==> src/shared/hbu_defs.svh <==
// offsets, field positions, reset values and command codes of the host bus unit
`ifndef HBU_DEFS_SVH
`define HBU_DEFS_SVH
// ==========================================================
// register byte offsets
`define HBU_OFS_HEAD 12'h000
`define HBU_OFS_CTRL 12'h004
`define HBU_OFS_STAT 12'h008
`define HBU_OFS_MASK 12'h00C
`define HBU_OFS_TXST 12'h010
// ==========================================================
// burst control fields and reset values
`define HBU_CTRL_MAXB_LSB 0
`define HBU_CTRL_LINE_LSB 8
`define HBU_CTRL_MRM_EN 16
`define HBU_CTRL_MWI_EN 17
`define HBU_CTRL_RST 32'h0003_0810
`define HBU_HEAD_RST 32'h0000_0000
// ==========================================================
// interrupt status bits
`define HBU_EV_TXDONE 0
`define HBU_EV_RX 1
`define HBU_EV_LISTEND 2
`define HBU_EV_W 3
// ==========================================================
// descriptor layout
`define HBU_FCW_NOTIFY 31
`define HBU_FCW_NFRAG_LSB 0
`define HBU_DESC_FRAG0 32'h0000_0008
`define HBU_FETCH_LEN 8'h02
// ==========================================================
// pci memory command codes
`define HBU_CMD_MR 4'h6
`define HBU_CMD_MRL 4'hE
`define HBU_CMD_MRM 4'hC
`define HBU_CMD_MW 4'h7
`define HBU_CMD_MWI 4'hF
`endif

==> src/shared/hbu_pkg.sv <==
// types of the host bus unit
package hbu_pkg;
  // ==========================================================
  // transmit mover and master port states
  typedef enum logic [2:0] {
    T_IDLE, T_HDR, T_FRAG, T_DATA, T_DONE
  } hbu_tx_st_t;
  typedef enum logic [1:0] {P_IDLE, P_REQ, P_DATA} hbu_port_st_t;
  // ==========================================================
  // whole state of the top module
  typedef struct packed {
    hbu_tx_st_t tst;
    hbu_port_st_t pst;
    logic own_rx;
    logic wcnt;
    logic [31:0] head;
    logic [31:0] link;
    logic [31:0] fcw;
    logic [3:0] fidx;
    logic [31:0] faddr;
    logic [15:0] fleft;
    logic [31:0] ctrl;
    logic [2:0] status;
    logic [2:0] mask;
    logic [31:0] prdata;
    logic pready;
    logic pslverr;
    logic intr;
    logic oe;
    logic int_oe;
    logic req;
    logic [3:0] cmd;
    logic [31:0] addr;
    logic [7:0] len;
    logic rx_done;
  } hbu_top_t;
  // ==========================================================
  // whole state of the arbiter
  typedef struct packed {
    logic gnt_tx;
    logic gnt_rx;
    logic last_rx;
    logic [3:0] rx_cmd;
  } hbu_arb_t;
endpackage : hbu_pkg

==> src/hbu_arb.sv <==
// master port arbiter and receive command picker
`timescale 1ns/1ps
`include "hbu_defs.svh"
module hbu_arb (
  input wire logic clock_i,
  input wire logic rst_b_i,
  input wire logic tx_req_i,
  input wire logic rx_req_i,
  input wire logic busy_i,
  input wire logic load_i,
  input wire logic rx_desc_i,
  input wire logic [15:0] rx_bytes_left_i,
  input wire logic [7:0] rxq_level_i,
  input wire logic [7:0] line_i,
  input wire logic mwi_en_i,
  output logic gnt_tx_o,
  output logic gnt_rx_o,
  output logic [3:0] rx_cmd_o
);
  hbu_pkg::hbu_arb_t s;
  hbu_pkg::hbu_arb_t n;
  logic [15:0] line_bytes;

  assign line_bytes = {6'h00, line_i, 2'b00};

  // ==========================================================
  // grant and command choice
  always_comb begin
    n = s;
    // grants only move while the port is free, so a burst keeps its owner
    if (!busy_i && !load_i) begin
      n.gnt_tx = tx_req_i && (!rx_req_i || s.last_rx); // RULE_02
      n.gnt_rx = rx_req_i && !n.gnt_tx; // RULE_02
      if (n.gnt_rx) begin
        n.last_rx = 1'b1;
      end else if (n.gnt_tx) begin
        n.last_rx = 1'b0;
      end
    end
    // descriptor writes are always plain writes
    if (rx_desc_i) begin
      n.rx_cmd = `HBU_CMD_MW; // RULE_07
    end else if (mwi_en_i && !tx_req_i && line_i != 8'h00 &&
                 rx_bytes_left_i >= line_bytes && rxq_level_i >= line_i) begin
      n.rx_cmd = `HBU_CMD_MWI; // RULE_08
    end else begin
      n.rx_cmd = `HBU_CMD_MW; // RULE_08
    end
  end

  // ==========================================================
  // state register
  always_ff @(posedge clock_i or negedge rst_b_i) begin
    if (!rst_b_i) begin
      s <= '0;
    end else begin
      s <= n;
    end
  end

  assign gnt_tx_o = s.gnt_tx;
  assign gnt_rx_o = s.gnt_rx;
  assign rx_cmd_o = s.rx_cmd;
endmodule : hbu_arb

==> src/hbu_top.sv <==
// host bus unit: register slave, master port, transmit descriptor mover
// Overview of operation
// [RULE_01] acts as bus master for movers and as register target for host
// [RULE_02] arbiter grants master port to transmit or receive mover in turn
// [RULE_03] mover events set status bits that drive the interrupt request
// [RULE_04] memory command is chosen anew for each burst issued
// [RULE_05] descriptor fetches always use plain memory read
// [RULE_06] frame reads pick read, line or multiple by size, space, rx request
// [RULE_07] descriptor writes always use plain memory write
// [RULE_08] receive data writes pick write or invalidate from size, level, tx
// [RULE_09] burst control register trades bus efficiency against underruns
// [RULE_10] pci reset low turns off every pci output enable
// [RULE_11] transmit and receive movers run as independent processes
// [RULE_12] descriptor holds link, control word and 1 to 15 fragments
// [RULE_13] all fragments of one descriptor form a single frame
// [RULE_14] mover follows the link pointer to the next descriptor
// [RULE_15] all logic runs on the single core clock
// [RULE_16] list head resets to zero; a nonzero write starts transmit
// [RULE_17] frame moved with notify bit set raises transmit done event
// [RULE_18] zero link pointer ends the list and stops fetching
`timescale 1ns/1ps
`include "hbu_defs.svh"
module hbu_top #(
  parameter int MAX_FRAGS = 15
) (
  input wire logic clock_i,
  input wire logic rst_b_i,
  input wire logic psel_i,
  input wire logic penable_i,
  input wire logic pwrite_i,
  input wire logic [11:0] paddr_i,
  input wire logic [31:0] pwdata_i,
  output logic [31:0] prdata_o,
  output logic pready_o,
  output logic pslverr_o,
  input wire logic pci_rst_b_i,
  output logic mst_oe_o,
  output logic mst_req_o,
  output logic [3:0] mst_cmd_o,
  output logic [31:0] mst_addr_o,
  output logic [7:0] mst_len_o,
  input wire logic mst_ack_i,
  input wire logic mst_rvalid_i,
  input wire logic [31:0] mst_rdata_i,
  input wire logic mst_last_i,
  input wire logic [7:0] txq_free_i,
  input wire logic rx_req_i,
  input wire logic rx_desc_i,
  input wire logic [31:0] rx_addr_i,
  input wire logic [7:0] rx_len_i,
  input wire logic [15:0] rx_bytes_left_i,
  input wire logic [7:0] rxq_level_i,
  input wire logic rx_event_i,
  output logic rx_done_o,
  output logic int_o,
  output logic int_oe_o
);
  // ==========================================================
  // elaboration check
  if (MAX_FRAGS < 1 || MAX_FRAGS > 15) begin : g_bad_frags
    $error("MAX_FRAGS must lie between 1 and 15");
  end

  localparam logic [3:0] MAXF = 4'(MAX_FRAGS);

  hbu_pkg::hbu_top_t s;
  hbu_pkg::hbu_top_t n;

  logic [7:0] maxb;
  logic [7:0] line;
  logic [3:0] nfrag;
  logic [13:0] wleft;
  logic [7:0] wl8;
  logic [7:0] blen;
  logic [3:0] tx_cmd;
  logic [31:0] tx_addr;
  logic [7:0] tx_len;
  logic tx_want;
  logic tx_fly;
  logic done;
  logic gnt_tx;
  logic gnt_rx;
  logic [3:0] rx_cmd;
  logic load;
  logic rx_ok;
  logic setup;
  logic wr;
  logic [2:0] set;
  logic [2:0] clr;
  logic [15:0] bbytes;

  // ==========================================================
  // burst settings and fragment bookkeeping
  assign maxb = s.ctrl[`HBU_CTRL_MAXB_LSB +: 8]; // RULE_09
  assign line = s.ctrl[`HBU_CTRL_LINE_LSB +: 8]; // RULE_09
  // a count above the allowed number is clamped rather than overrun
  assign nfrag = (s.fcw[`HBU_FCW_NFRAG_LSB +: 4] > MAXF) ?
                 MAXF : s.fcw[`HBU_FCW_NFRAG_LSB +: 4]; // RULE_12
  assign wleft = s.fleft[15:2] + {13'h0000, |s.fleft[1:0]};
  assign wl8 = (wleft > 14'h00FF) ? 8'hFF : wleft[7:0];

  // burst length is the least of data left, limit and queue space
  always_comb begin
    blen = wl8;
    if (maxb != 8'h00 && maxb < blen) begin
      blen = maxb;
    end
    if (txq_free_i < blen) begin
      blen = txq_free_i;
    end
  end

  assign bbytes = ({6'h00, blen, 2'b00} > s.fleft) ?
                  s.fleft : {6'h00, blen, 2'b00};

  // ==========================================================
  // transmit request and command choice
  always_comb begin
    tx_cmd = `HBU_CMD_MR; // RULE_05
    tx_addr = s.head;
    tx_len = `HBU_FETCH_LEN;
    tx_want = 1'b0;
    case (s.tst)
      hbu_pkg::T_HDR: begin
        tx_want = 1'b1;
      end
      hbu_pkg::T_FRAG: begin
        tx_want = s.fidx < nfrag;
        tx_addr = s.head + `HBU_DESC_FRAG0 + {25'h000_0000, s.fidx, 3'b000};
      end
      hbu_pkg::T_DATA: begin
        tx_want = s.fleft != 16'h0000 && blen != 8'h00;
        tx_addr = s.faddr;
        tx_len = blen;
        // long bursts only while the receive side leaves the bus alone
        if (s.ctrl[`HBU_CTRL_MRM_EN] && !rx_req_i && line != 8'h00 &&
            {1'b0, blen} >= {line, 1'b0}) begin
          tx_cmd = `HBU_CMD_MRM; // RULE_06
        end else if (line != 8'h00 && blen >= line) begin
          tx_cmd = `HBU_CMD_MRL; // RULE_06
        end else begin
          tx_cmd = `HBU_CMD_MR; // RULE_06
        end
      end
      default: begin
        tx_want = 1'b0;
      end
    endcase
  end

  assign tx_fly = s.pst != hbu_pkg::P_IDLE && !s.own_rx;
  assign done = s.pst == hbu_pkg::P_DATA && mst_rvalid_i && mst_last_i;
  // the done flag masks a request the receive mover has not yet dropped
  assign rx_ok = rx_req_i && !s.rx_done;
  assign load = s.pst == hbu_pkg::P_IDLE &&
                ((gnt_tx && tx_want) || (gnt_rx && rx_ok));

  // ==========================================================
  // arbiter and receive command picker
  hbu_arb u_arb (
    .clock_i(clock_i),
    .rst_b_i(rst_b_i),
    .tx_req_i(tx_want && !tx_fly),
    .rx_req_i(rx_ok),
    .busy_i(s.pst != hbu_pkg::P_IDLE),
    .load_i(load),
    .rx_desc_i(rx_desc_i),
    .rx_bytes_left_i(rx_bytes_left_i),
    .rxq_level_i(rxq_level_i),
    .line_i(line),
    .mwi_en_i(s.ctrl[`HBU_CTRL_MWI_EN]),
    .gnt_tx_o(gnt_tx),
    .gnt_rx_o(gnt_rx),
    .rx_cmd_o(rx_cmd)
  );

  // ==========================================================
  // register access decode
  assign setup = psel_i && !penable_i;
  assign wr = psel_i && penable_i && s.pready && pwrite_i;
  assign clr = (wr && paddr_i == `HBU_OFS_STAT) ?
               pwdata_i[`HBU_EV_W-1:0] : 3'b000;

  // ==========================================================
  // next state
  always_comb begin
    n = s;
    set = 3'b000;
    n.rx_done = 1'b0;
    // register read data is prepared in the setup cycle
    n.pready = setup;
    n.pslverr = 1'b0;
    if (setup) begin
      case (paddr_i)
        `HBU_OFS_HEAD: n.prdata = s.head;
        `HBU_OFS_CTRL: n.prdata = s.ctrl;
        `HBU_OFS_STAT: n.prdata = {29'h0000_0000, s.status};
        `HBU_OFS_MASK: n.prdata = {29'h0000_0000, s.mask};
        `HBU_OFS_TXST: n.prdata = {9'h000, s.tst, s.fidx, s.fleft};
        default: begin
          n.prdata = 32'h0000_0000;
          n.pslverr = 1'b1;
        end
      endcase
    end
    // the head is only taken while the mover is idle
    if (wr && paddr_i == `HBU_OFS_HEAD && s.tst == hbu_pkg::T_IDLE) begin
      n.head = pwdata_i; // RULE_16
    end
    if (wr && paddr_i == `HBU_OFS_CTRL) begin
      n.ctrl = pwdata_i; // RULE_09
    end
    if (wr && paddr_i == `HBU_OFS_MASK) begin
      n.mask = pwdata_i[`HBU_EV_W-1:0];
    end

    // master port sequencing, one burst at a time
    case (s.pst)
      hbu_pkg::P_IDLE: begin
        if (gnt_tx && tx_want) begin
          n.req = 1'b1; // RULE_01
          n.cmd = tx_cmd; // RULE_04
          n.addr = tx_addr;
          n.len = tx_len;
          n.own_rx = 1'b0;
          n.wcnt = 1'b0;
          n.pst = hbu_pkg::P_REQ;
          if (s.tst == hbu_pkg::T_DATA) begin
            n.faddr = s.faddr + {22'h00_0000, blen, 2'b00};
            n.fleft = s.fleft - bbytes;
          end
        end else if (gnt_rx && rx_ok) begin
          n.req = 1'b1; // RULE_11
          n.cmd = rx_cmd; // RULE_04
          n.addr = rx_addr_i;
          n.len = rx_len_i;
          n.own_rx = 1'b1;
          n.pst = hbu_pkg::P_REQ;
        end
      end
      hbu_pkg::P_REQ: begin
        if (mst_ack_i) begin
          n.req = 1'b0;
          n.pst = hbu_pkg::P_DATA;
        end
      end
      hbu_pkg::P_DATA: begin
        if (mst_rvalid_i && !s.own_rx) begin
          n.wcnt = ~s.wcnt;
          if (s.tst == hbu_pkg::T_HDR) begin
            if (!s.wcnt) begin
              n.link = mst_rdata_i; // RULE_14
            end else begin
              n.fcw = mst_rdata_i; // RULE_12
            end
          end else if (s.tst == hbu_pkg::T_FRAG) begin
            if (!s.wcnt) begin
              n.faddr = mst_rdata_i;
            end else begin
              n.fleft = mst_rdata_i[15:0];
            end
          end
        end
        if (done) begin
          n.pst = hbu_pkg::P_IDLE;
          n.rx_done = s.own_rx;
        end
      end
      default: begin
        n.pst = hbu_pkg::P_IDLE;
      end
    endcase

    // transmit descriptor walk
    case (s.tst)
      hbu_pkg::T_IDLE: begin
        if (s.head != 32'h0000_0000) begin
          n.tst = hbu_pkg::T_HDR; // RULE_16
        end
      end
      hbu_pkg::T_HDR: begin
        if (done && !s.own_rx) begin
          n.tst = hbu_pkg::T_FRAG;
          n.fidx = 4'h0;
        end
      end
      hbu_pkg::T_FRAG: begin
        if (!tx_fly && s.fidx >= nfrag) begin
          n.tst = hbu_pkg::T_DONE; // RULE_13
        end else if (done && !s.own_rx) begin
          n.tst = hbu_pkg::T_DATA;
        end
      end
      hbu_pkg::T_DATA: begin
        // the last burst must land before the next fragment is fetched
        if (!tx_fly && s.fleft == 16'h0000) begin
          n.fidx = s.fidx + 4'h1;
          n.tst = hbu_pkg::T_FRAG; // RULE_13
        end
      end
      hbu_pkg::T_DONE: begin
        set[`HBU_EV_TXDONE] = s.fcw[`HBU_FCW_NOTIFY]; // RULE_17
        n.head = s.link; // RULE_14
        if (s.link == 32'h0000_0000) begin
          set[`HBU_EV_LISTEND] = 1'b1; // RULE_18
        end
        n.tst = hbu_pkg::T_IDLE;
      end
      default: begin
        n.tst = hbu_pkg::T_IDLE;
      end
    endcase

    // sticky events: a new event wins over a clear in the same cycle
    set[`HBU_EV_RX] = rx_event_i; // RULE_03
    n.status = (s.status & ~clr) | set; // RULE_03
    n.intr = |(n.status & n.mask); // RULE_03

    // pci reset only parks the pins; the movers keep their state
    n.oe = pci_rst_b_i; // RULE_10
    n.int_oe = pci_rst_b_i && n.intr; // RULE_10
    if (!pci_rst_b_i) begin
      n.req = 1'b0; // RULE_10
    end
  end

  // ==========================================================
  // state register on the core clock
  always_ff @(posedge clock_i or negedge rst_b_i) begin // RULE_15
    if (!rst_b_i) begin
      s <= '0;
      s.tst <= hbu_pkg::T_IDLE;
      s.pst <= hbu_pkg::P_IDLE;
      s.head <= `HBU_HEAD_RST; // RULE_16
      s.ctrl <= `HBU_CTRL_RST;
    end else begin
      s <= n;
    end
  end

  // ==========================================================
  // outputs, each straight from the state register
  assign prdata_o = s.prdata;
  assign pready_o = s.pready;
  assign pslverr_o = s.pslverr;
  assign mst_oe_o = s.oe;
  assign mst_req_o = s.req;
  assign mst_cmd_o = s.cmd;
  assign mst_addr_o = s.addr;
  assign mst_len_o = s.len;
  assign rx_done_o = s.rx_done;
  assign int_o = s.intr;
  assign int_oe_o = s.int_oe;
endmodule : hbu_top

==> config.mk <==
export PLATFORM = sky130hd
export DESIGN_NAME = hbu_top
export DESIGN_NICKNAME = d
export VERILOG_FILES = /design/src/shared/hbu_pkg.sv /design/src/hbu_arb.sv /design/src/hbu_top.sv
export VERILOG_INCLUDE_DIRS = /design/src /design/src/shared
export SDC_FILE = /design/constraint.sdc
export NUM_CORES = 1
export LEC_CHECK = 0
export ABC_AREA = 1
export BUFFER_PORTS_ARGS = -buffer_cell sky130_fd_sc_hd__buf_2
export CORE_MARGIN = 5
export CORE_UTILIZATION = 55
export DETAILED_ROUTE_END_ITERATION = 10
export HOLD_SLACK_MARGIN = 0.03
export PLACE_DENSITY = 0.82
export SYNTH_ARGS = -nofsm -noshare
export SYNTH_HDL_FRONTEND = slang
export SYNTH_HIERARCHICAL = 1
export SYNTH_SLANG_ARGS = --single-unit
export TNS_END_PERCENT = 30
==> constraint.sdc <==
create_clock -name clock_i -period 11.7 [get_ports clock_i]
set_clock_uncertainty 0.2 [all_clocks]
set_input_delay 3.51 -clock clock_i [delete_from_list [all_inputs] [get_ports clock_i]]
set_output_delay 3.51 -clock clock_i [all_outputs]
set_load 0.01 [all_outputs]
==> flow_summary.yaml, run 1 <==
sta:
  worst_pin_slew_ns: 1.197
  rsz0062_at_grt: "false"
  min_period_ns: 9.616
  fmax_mhz: 104.0
  tns_ns: 0
  period_share: 0.8219
  whs_ns: 0.2729
  setup_viol_count_final: 0
  slew_viol_final: 0
  timing.slew.headroom: 0.1975
  hold_viol: 0
clock_network:
  cts_tree: "done"
  cts_root_buf: "clkbuf_16"
  clkLatencyLatePin_ns: 0.57
  clock_sinks: 254
  clkTransAtPathRegs_ns: 0.06
  cts_buffer_depth: 3
  post_cts_buffers: 0
  htree_levels: 1
  cts_inserted_buffers: 29
  cts_hold_buf: 0
  cts_resized: 0
layout:
  finalNonFillerCells: 2919
  drive_above_1_share: 0.1420
  final_util: 0.6156
  multi_input_area_mm2: 0.008668
  seq_area_mm2: 0.006361
  fillCellCount: 2858
  nets: 2746
  syn_to_final_growth_pct: 10.68
critical_path:
  startpoint_type: "flip-flop"
  required_ns: 11.99
  path_class: "reg2reg"
  critPathCaptureType: "flip-flop"
  crit_arrival_ns: 9.91
  crit_path_max_fanout: 18
  critPathMaxStageDelay_ns: 0.93
  crit_slowest_cell: "a211oi_1"
status:
  status: "finished, final reports clean"
yosys:
  ys_types: 49
  syn-num-nets: 2632
  synthSimpleGateAreaFrac: 0.2842
  yosys_most_used_dff: "dfrtp_1"
  syn_inst: 2387
  synth-adder-area-share: 0.06339
  ys_seq_elements: 254
  synth_compound_area_frac: 0.1468
  yosys.area_share.xor_xnor: 0.008236
  synth_top_family_by_area: "simple AND/OR/NAND/NOR gates"
  avgSynthCellArea_um2: 7.128
  ys_seq_area_frac: 0.3739
  ys_async_sr_fraction: 1.000
  synth_top_cell_by_area: "dfrtp_1"
  ys_top_cells_by_area: "dfrtp_1, nand2_1, o21ai_0"
  synth_top_area_share: 0.3677
  synth_area_mm2: 0.01702
  synthMuxAreaShare: 0.003971
  yosysWarnings: 6
  synth_edf_count: 0
power:
  peakVddDrop_mv: 0.1485
  power_density_mw_per_mm2: 239.8
  leakage_nw: 9.832
  total_power_w: 0.004515
route:
  vias: 17250
  ant_nets: 0
  drc: 0
  dr.pass1.iters: 5
  drtIter0Drc: 2150
  wl_per_cell_um: 20.06
  wirelength_um: 58550
  vias_per_cell: 5.909
die:
  dieWidth_um: 185.9
  die_h_um: 185.9
  core_mm2: 0.03059
  rows: 64
  start_util: 0.5562
  ios: 243
  dieArea_mm2: 0.03455
place:
  place_inst: 2866
  port_buffers: 242
  routabilityCongestion: 0.9949
  dp_hpwl_um: 44380
global_routing:
  antenna_found_initial: 1
  overflow: 0
  grtUsageTotal: 0.3295
  grt_pass1_wl_um: 89410
  grt_pass1_vias: 15990
  grt_max_degree: 158
hold_path:
  min_path_type: "reg2reg"
flow_run:
  maxCapViolCount: 0
layer usage:
| metal | wire length (um) | GRT usage | up-vias |
|---|---|---|---|
| met5 | 7 | 0 | - |
| met4 | 1615 | 0.08277 | 2 |
| met3 | 6789 | 0.06078 | 104 |
| met2 | 24740 | 0.4854 | 994 |
| met1 | 25390 | 0.5026 | 8136 |
| li1 | - | - | 8012 |
path summary, 6_finish.rpt:
| check | start | endpoint | slack [ns] | cells past startpoint |
|---|---|---|---|---|
| worst min-delay path | mst_addr_o[26]$_DFFE_PN0P_ | mst_addr_o[26]$_DFFE_PN0P_ | 0.27 | 2 |
| worst max-delay path | s[121]$_DFFE_PN0P_ | s[136]$_DFFE_PN0P_ | 2.08 | 57 |
| worst min register to register | mst_addr_o[26]$_DFFE_PN0P_ | mst_addr_o[26]$_DFFE_PN0P_ | 0.27 | 2 |
| worst max register to register | s[121]$_DFFE_PN0P_ | s[136]$_DFFE_PN0P_ | 2.08 | 57 |
| max in group asynchronous | rst_b_i | s[127]$_DFFE_PN0P_ | 7.20 | 2 |
| min in group asynchronous | rst_b_i | mst_addr_o[24]$_DFFE_PN0P_ | 2.75 | 1 |
cell type report:
cell class / instances / share of cell area
diodes: 1 / 0.0001329
clock buffers: 40 / 0.04445
clock inverters: 12 / 0.005116
inverters: 265 / 0.05282
multi-input cells: 1690 / 0.4603
flip-flops and latches: 254 / 0.3378
well taps: 396 / 0.02631
repair buffers: 261 / 0.07308
where the power goes:
part / leakage, nW / total (W) / switching (W) / internal (W)
logic: 6.05 / 0.00221 / 0.00151 / 0.000703
registers: 3.31 / 0.00140 / 0.000283 / 0.00112
clock network: 0.471 / 0.000899 / 0.000379 / 0.000520
state kept, by name, summed over array words and instances, names as in the netlist, 2 cells and up:
name,count
mst_len_o,8
prdata_o,32
u_arb/rx_cmd_o,2
mst_addr_o,32
s,150
mst_cmd_o,4
line,8
maxb,8
worst max-delay path: cells and delay by family (launching register included):
kind	cells	cell delay, ns
fa+ha+maj	5	1.42
compound gates	15	3.14
flops	1	0.40
simple gates	27	3.39
buf+inv	10	1.01
synthesized netlist by cell type (2+ instances only):
| library cell | count |
|---|---|
| nand2_1 | 722 |
| inv_1 | 262 |
| o21ai_0 | 256 |
| dfrtp_1 | 250 |
| nand3_1 | 187 |
| nor2_1 | 118 |
| a21oi_1 | 84 |
| ha_1 | 83 |
| buf_4 | 82 |
| clkbuf_1 | 69 |
| o211ai_1 | 37 |
| nand4_1 | 29 |
| o221ai_1 | 24 |
| buf_2 | 21 |
| nor4_1 | 21 |
| nor3_1 | 19 |
| xor2_1 | 15 |
| o22ai_1 | 14 |
| nand2_2 | 10 |
| nand3b_1 | 9 |
| mux2_2 | 6 |
| nand2_4 | 6 |
| nor2_2 | 5 |
| nor2_4 | 5 |
| a221oi_1 | 4 |
| buf_6 | 4 |
| dfstp_2 | 4 |
| o21ai_1 | 4 |
| o21bai_1 | 4 |
| o31ai_1 | 4 |
| o32a_1 | 3 |
| a21o_1 | 2 |
| a22oi_1 | 2 |
| a31oi_1 | 2 |
| buf_1 | 2 |
| conb_1 | 2 |
| fa_1 | 2 |
| inv_2 | 2 |
| nor3b_1 | 2 |
metrics by stage:
stage / worst slack [ns] / area, um2
CTS: 2.257 / 18830
floorplan: 3.106 / 17020
global route: 0.8622 / 18830
finish: 2.084 / 18830
global placement: 2.309 / 17900
detailed placement: 2.252 / 17900
logic make-up (layout without fill, tap and decap cells):
group                    after synthesis  after routing
AO/OA/AOI/OAI                        444            444
XOR/XNOR                              16             16
adder cells (fa/ha/maj)               85             85
buffers and inverters                443            578
flip-flops                           254            254
multiplexers                           6              6
other                                  2              3
AND/OR/NAND/NOR                     1137           1137
layout by cell type, fill, tap and decap left out, types with 11 or more instances in the layout:
| cell | count |
|---|---|
| nand2_1 | 721 |
| inv_1 | 262 |
| o21ai_0 | 256 |
| dfrtp_1 | 250 |
| buf_2 | 241 |
| nand3_1 | 186 |
| nor2_1 | 116 |
| a21oi_1 | 84 |
| ha_1 | 83 |
| o211ai_1 | 37 |
| nand4_1 | 29 |
| clkbuf_16 | 29 |
| o221ai_1 | 24 |
| nor4_1 | 20 |
| nor3_1 | 18 |
| buf_4 | 18 |
| xor2_1 | 15 |
| o22ai_1 | 14 |
| nand2_2 | 11 |
No activity file was read; power rests on OpenSTA's default activity.
==> run 2, diff against run 1 <==
==> constraint.sdc (replaced) <==
create_clock -name clock_i -period 9.5 [get_ports clock_i]
set_clock_uncertainty 0.2 [all_clocks]
set_input_delay 2.85 -clock clock_i [delete_from_list [all_inputs] [get_ports clock_i]]
set_output_delay 2.85 -clock clock_i [all_outputs]
set_load 0.01 [all_outputs]
==> run 2 against run 1 <==
  * Utilization grew 0.34 points
  * Non-clock buffer count grew 4
  * Clock-buffer cell count shrank 2
  * Critical endpoint unchanged
  * Largest cell class unchanged
  * Highest routed layer unchanged
==> flow_summary.yaml, run 2 (same netlist as run 1, synthesis figures left out) <==
clock_network:
  cts_inserted_buffers: 29
  cts_buffer_depth: 3
  clkTransAtPathRegs_ns: 0.07
  cts_tree: "done"
  clock_sinks: 254
  clkLatencyLatePin_ns: 0.57
  htree_levels: 1
  cts_root_buf: "clkbuf_16"
route:
  dr.pass1.iters: 6
  drtIter0Drc: 1927
  wirelength_um: 58000
  drc: 0
  vias_per_cell: 5.853
  ant_nets: 0
  vias: 17110
  wl_per_cell_um: 19.84
global_routing:
  use_met2: 0.4872
  antenna_found_initial: 2
  use_met3: 0.09595
  overflow: 0
  grt_busiest_layer: "met2"
  grtUsageMet1: 0.4678
  grt_pass1_wl_um: 88300
  grt_pass1_vias: 15950
  grtUsageTotal: 0.3264
  grt_max_degree: 158
flow_run:
  maxCapViolCount: 0
layout:
  multi_input_area_mm2: 0.008701
  nets: 2750
  largest_reg_flops: 150
  final_common_cell: "nand2_1"
  layout_common_cells: "nand2_1, inv_1, o21ai_0, dfrtp_1, buf_2"
  drive_above_1_share: 0.1464
  final_util: 0.6191
  top_register: "s"
  final_area_mm2: 0.01894
  seq_area_mm2: 0.006361
  syn_to_final_growth_pct: 11.29
  n_antenna_cell: 0
  finalNonFillerCells: 2924
  fillCellCount: 2849
power:
  switching_power_w: 0.002702
  power_frac_seq: 0.306
  clockPowerShare: 0.204
  internal_power_w: 0.002920
  leakage_nw: 9.848
  power_frac_comb: 0.490
  power_density_mw_per_mm2: 296.9
  netSwitchingFraction: 0.4806
  peakVddDrop_mv: 0.2200
hold_path:
  worstHoldPathCells: 2
  min_path_type: "reg2reg"
die:
  die_h_um: 185.9
  core_mm2: 0.03059
  start_util: 0.5562
  ios: 243
  dieArea_mm2: 0.03455
  dieWidth_um: 185.9
  rows: 64
critical_path:
  path_class: "reg2reg"
  required_ns: 9.81
  rr_worst_depth: 59
  startpoint_type: "flip-flop"
  crit_path_max_fanout: 9
  critPathMaxStageDelay_ns: 0.39
  crit_arrival_ns: 8.74
  crit_slowest_cell: "dfrtp_1"
  critPathCaptureType: "flip-flop"
place:
  routabilityCongestion: 1.031
  dp_hpwl_um: 44180
  place_inst: 2867
  placed_cell_area_mm2: 0.01790
  port_buffers: 242
  pre_cts_slack_ns: 0.7809
sta:
  setup_viol_count_final: 0
  hold_viol: 0
  min_period_ns: 8.435
  worst_pin_slew_ns: 1.136
  layout_setup_ws_ns: 1.065
  fmax_mhz: 118.5
  period_share: 0.8879
  slew_viol_final: 0
  timing.slew.headroom: 0.2418
status:
  status: "finished, final reports clean"
-- run 2: through the flow --
step / hold WS, ns / total power [W] / TNS [ns]
final: 0.2757 / 0.005622 / 0
after global routing: 0.2986 / 0.006017 / -0.04712
after CTS: 0.2803 / 0.005519 / 0
after detailed placement: 0.2611 / 0.004370 / 0
after global placement: 0.2551 / 0.004306 / 0
after floorplan: 0.2419 / 0.003598 / 0
-- run 2: worst paths after layout --
kind                                       startpoint                          to  slack (ns)
setup / recovery                   s[121]$_DFFE_PN0P_          s[136]$_DFFE_PN0P_        1.06
hold / removal             mst_addr_o[15]$_DFFE_PN0P_  mst_addr_o[15]$_DFFE_PN0P_        0.28
setup reg to reg                   s[121]$_DFFE_PN0P_          s[136]$_DFFE_PN0P_        1.06
hold reg to reg            mst_addr_o[15]$_DFFE_PN0P_  mst_addr_o[15]$_DFFE_PN0P_        0.28
max in group asynchronous                     rst_b_i          s[126]$_DFFE_PN0P_        5.58
min in group asynchronous                     rst_b_i  mst_addr_o[24]$_DFFE_PN0P_        2.08
-- run 2: final cells by class --
class / instances / area share
multi-input cells: 1690 / 0.4595
clock inverters: 16 / 0.008920
flip-flops and latches: 254 / 0.3359
well taps: 396 / 0.02616
inverters: 265 / 0.05253
clock buffers: 38 / 0.04275
repair buffers: 265 / 0.07427
-- run 2: what timing repair did --
item | in CTS | in global routing
resized for setup | 0 | 7
hold buffers | 0 | 0
buffers inserted | 0 | 3
endpoints found under the setup margin | 0 | 11
-- run 2: critical path: cells and delay by family (launching register included) --
kind,cells,cell delay [ns]
and+or+nand+nor,27,2.93
AOI/OAI and AO/OA,16,2.21
adders and majority gates,5,1.37
buffers and inverters,11,1.23
DFF,1,0.39
-- run 2: power groups by stage --
stage | sequential, W | clock (W) | combinational [W]
after floorplan | 0.00158 | 0 | 0.00202
after CTS | 0.00170 | 0.00115 | 0.00267
final | 0.00172 | 0.00114 | 0.00276
after global routing | 0.00175 | 0.00120 | 0.00307
after global placement | 0.00171 | 0 | 0.00260
after detailed placement | 0.00172 | 0 | 0.00265
-- run 2: metal layers --
| metal | up-vias | routed length, um |
|---|---|---|
| met1 | 8063 | 24170 |
| met5 | - | 33 |
| met4 | 2 | 1731 |
| met3 | 120 | 7236 |
| li1 | 8011 | - |
| met2 | 918 | 24830 |
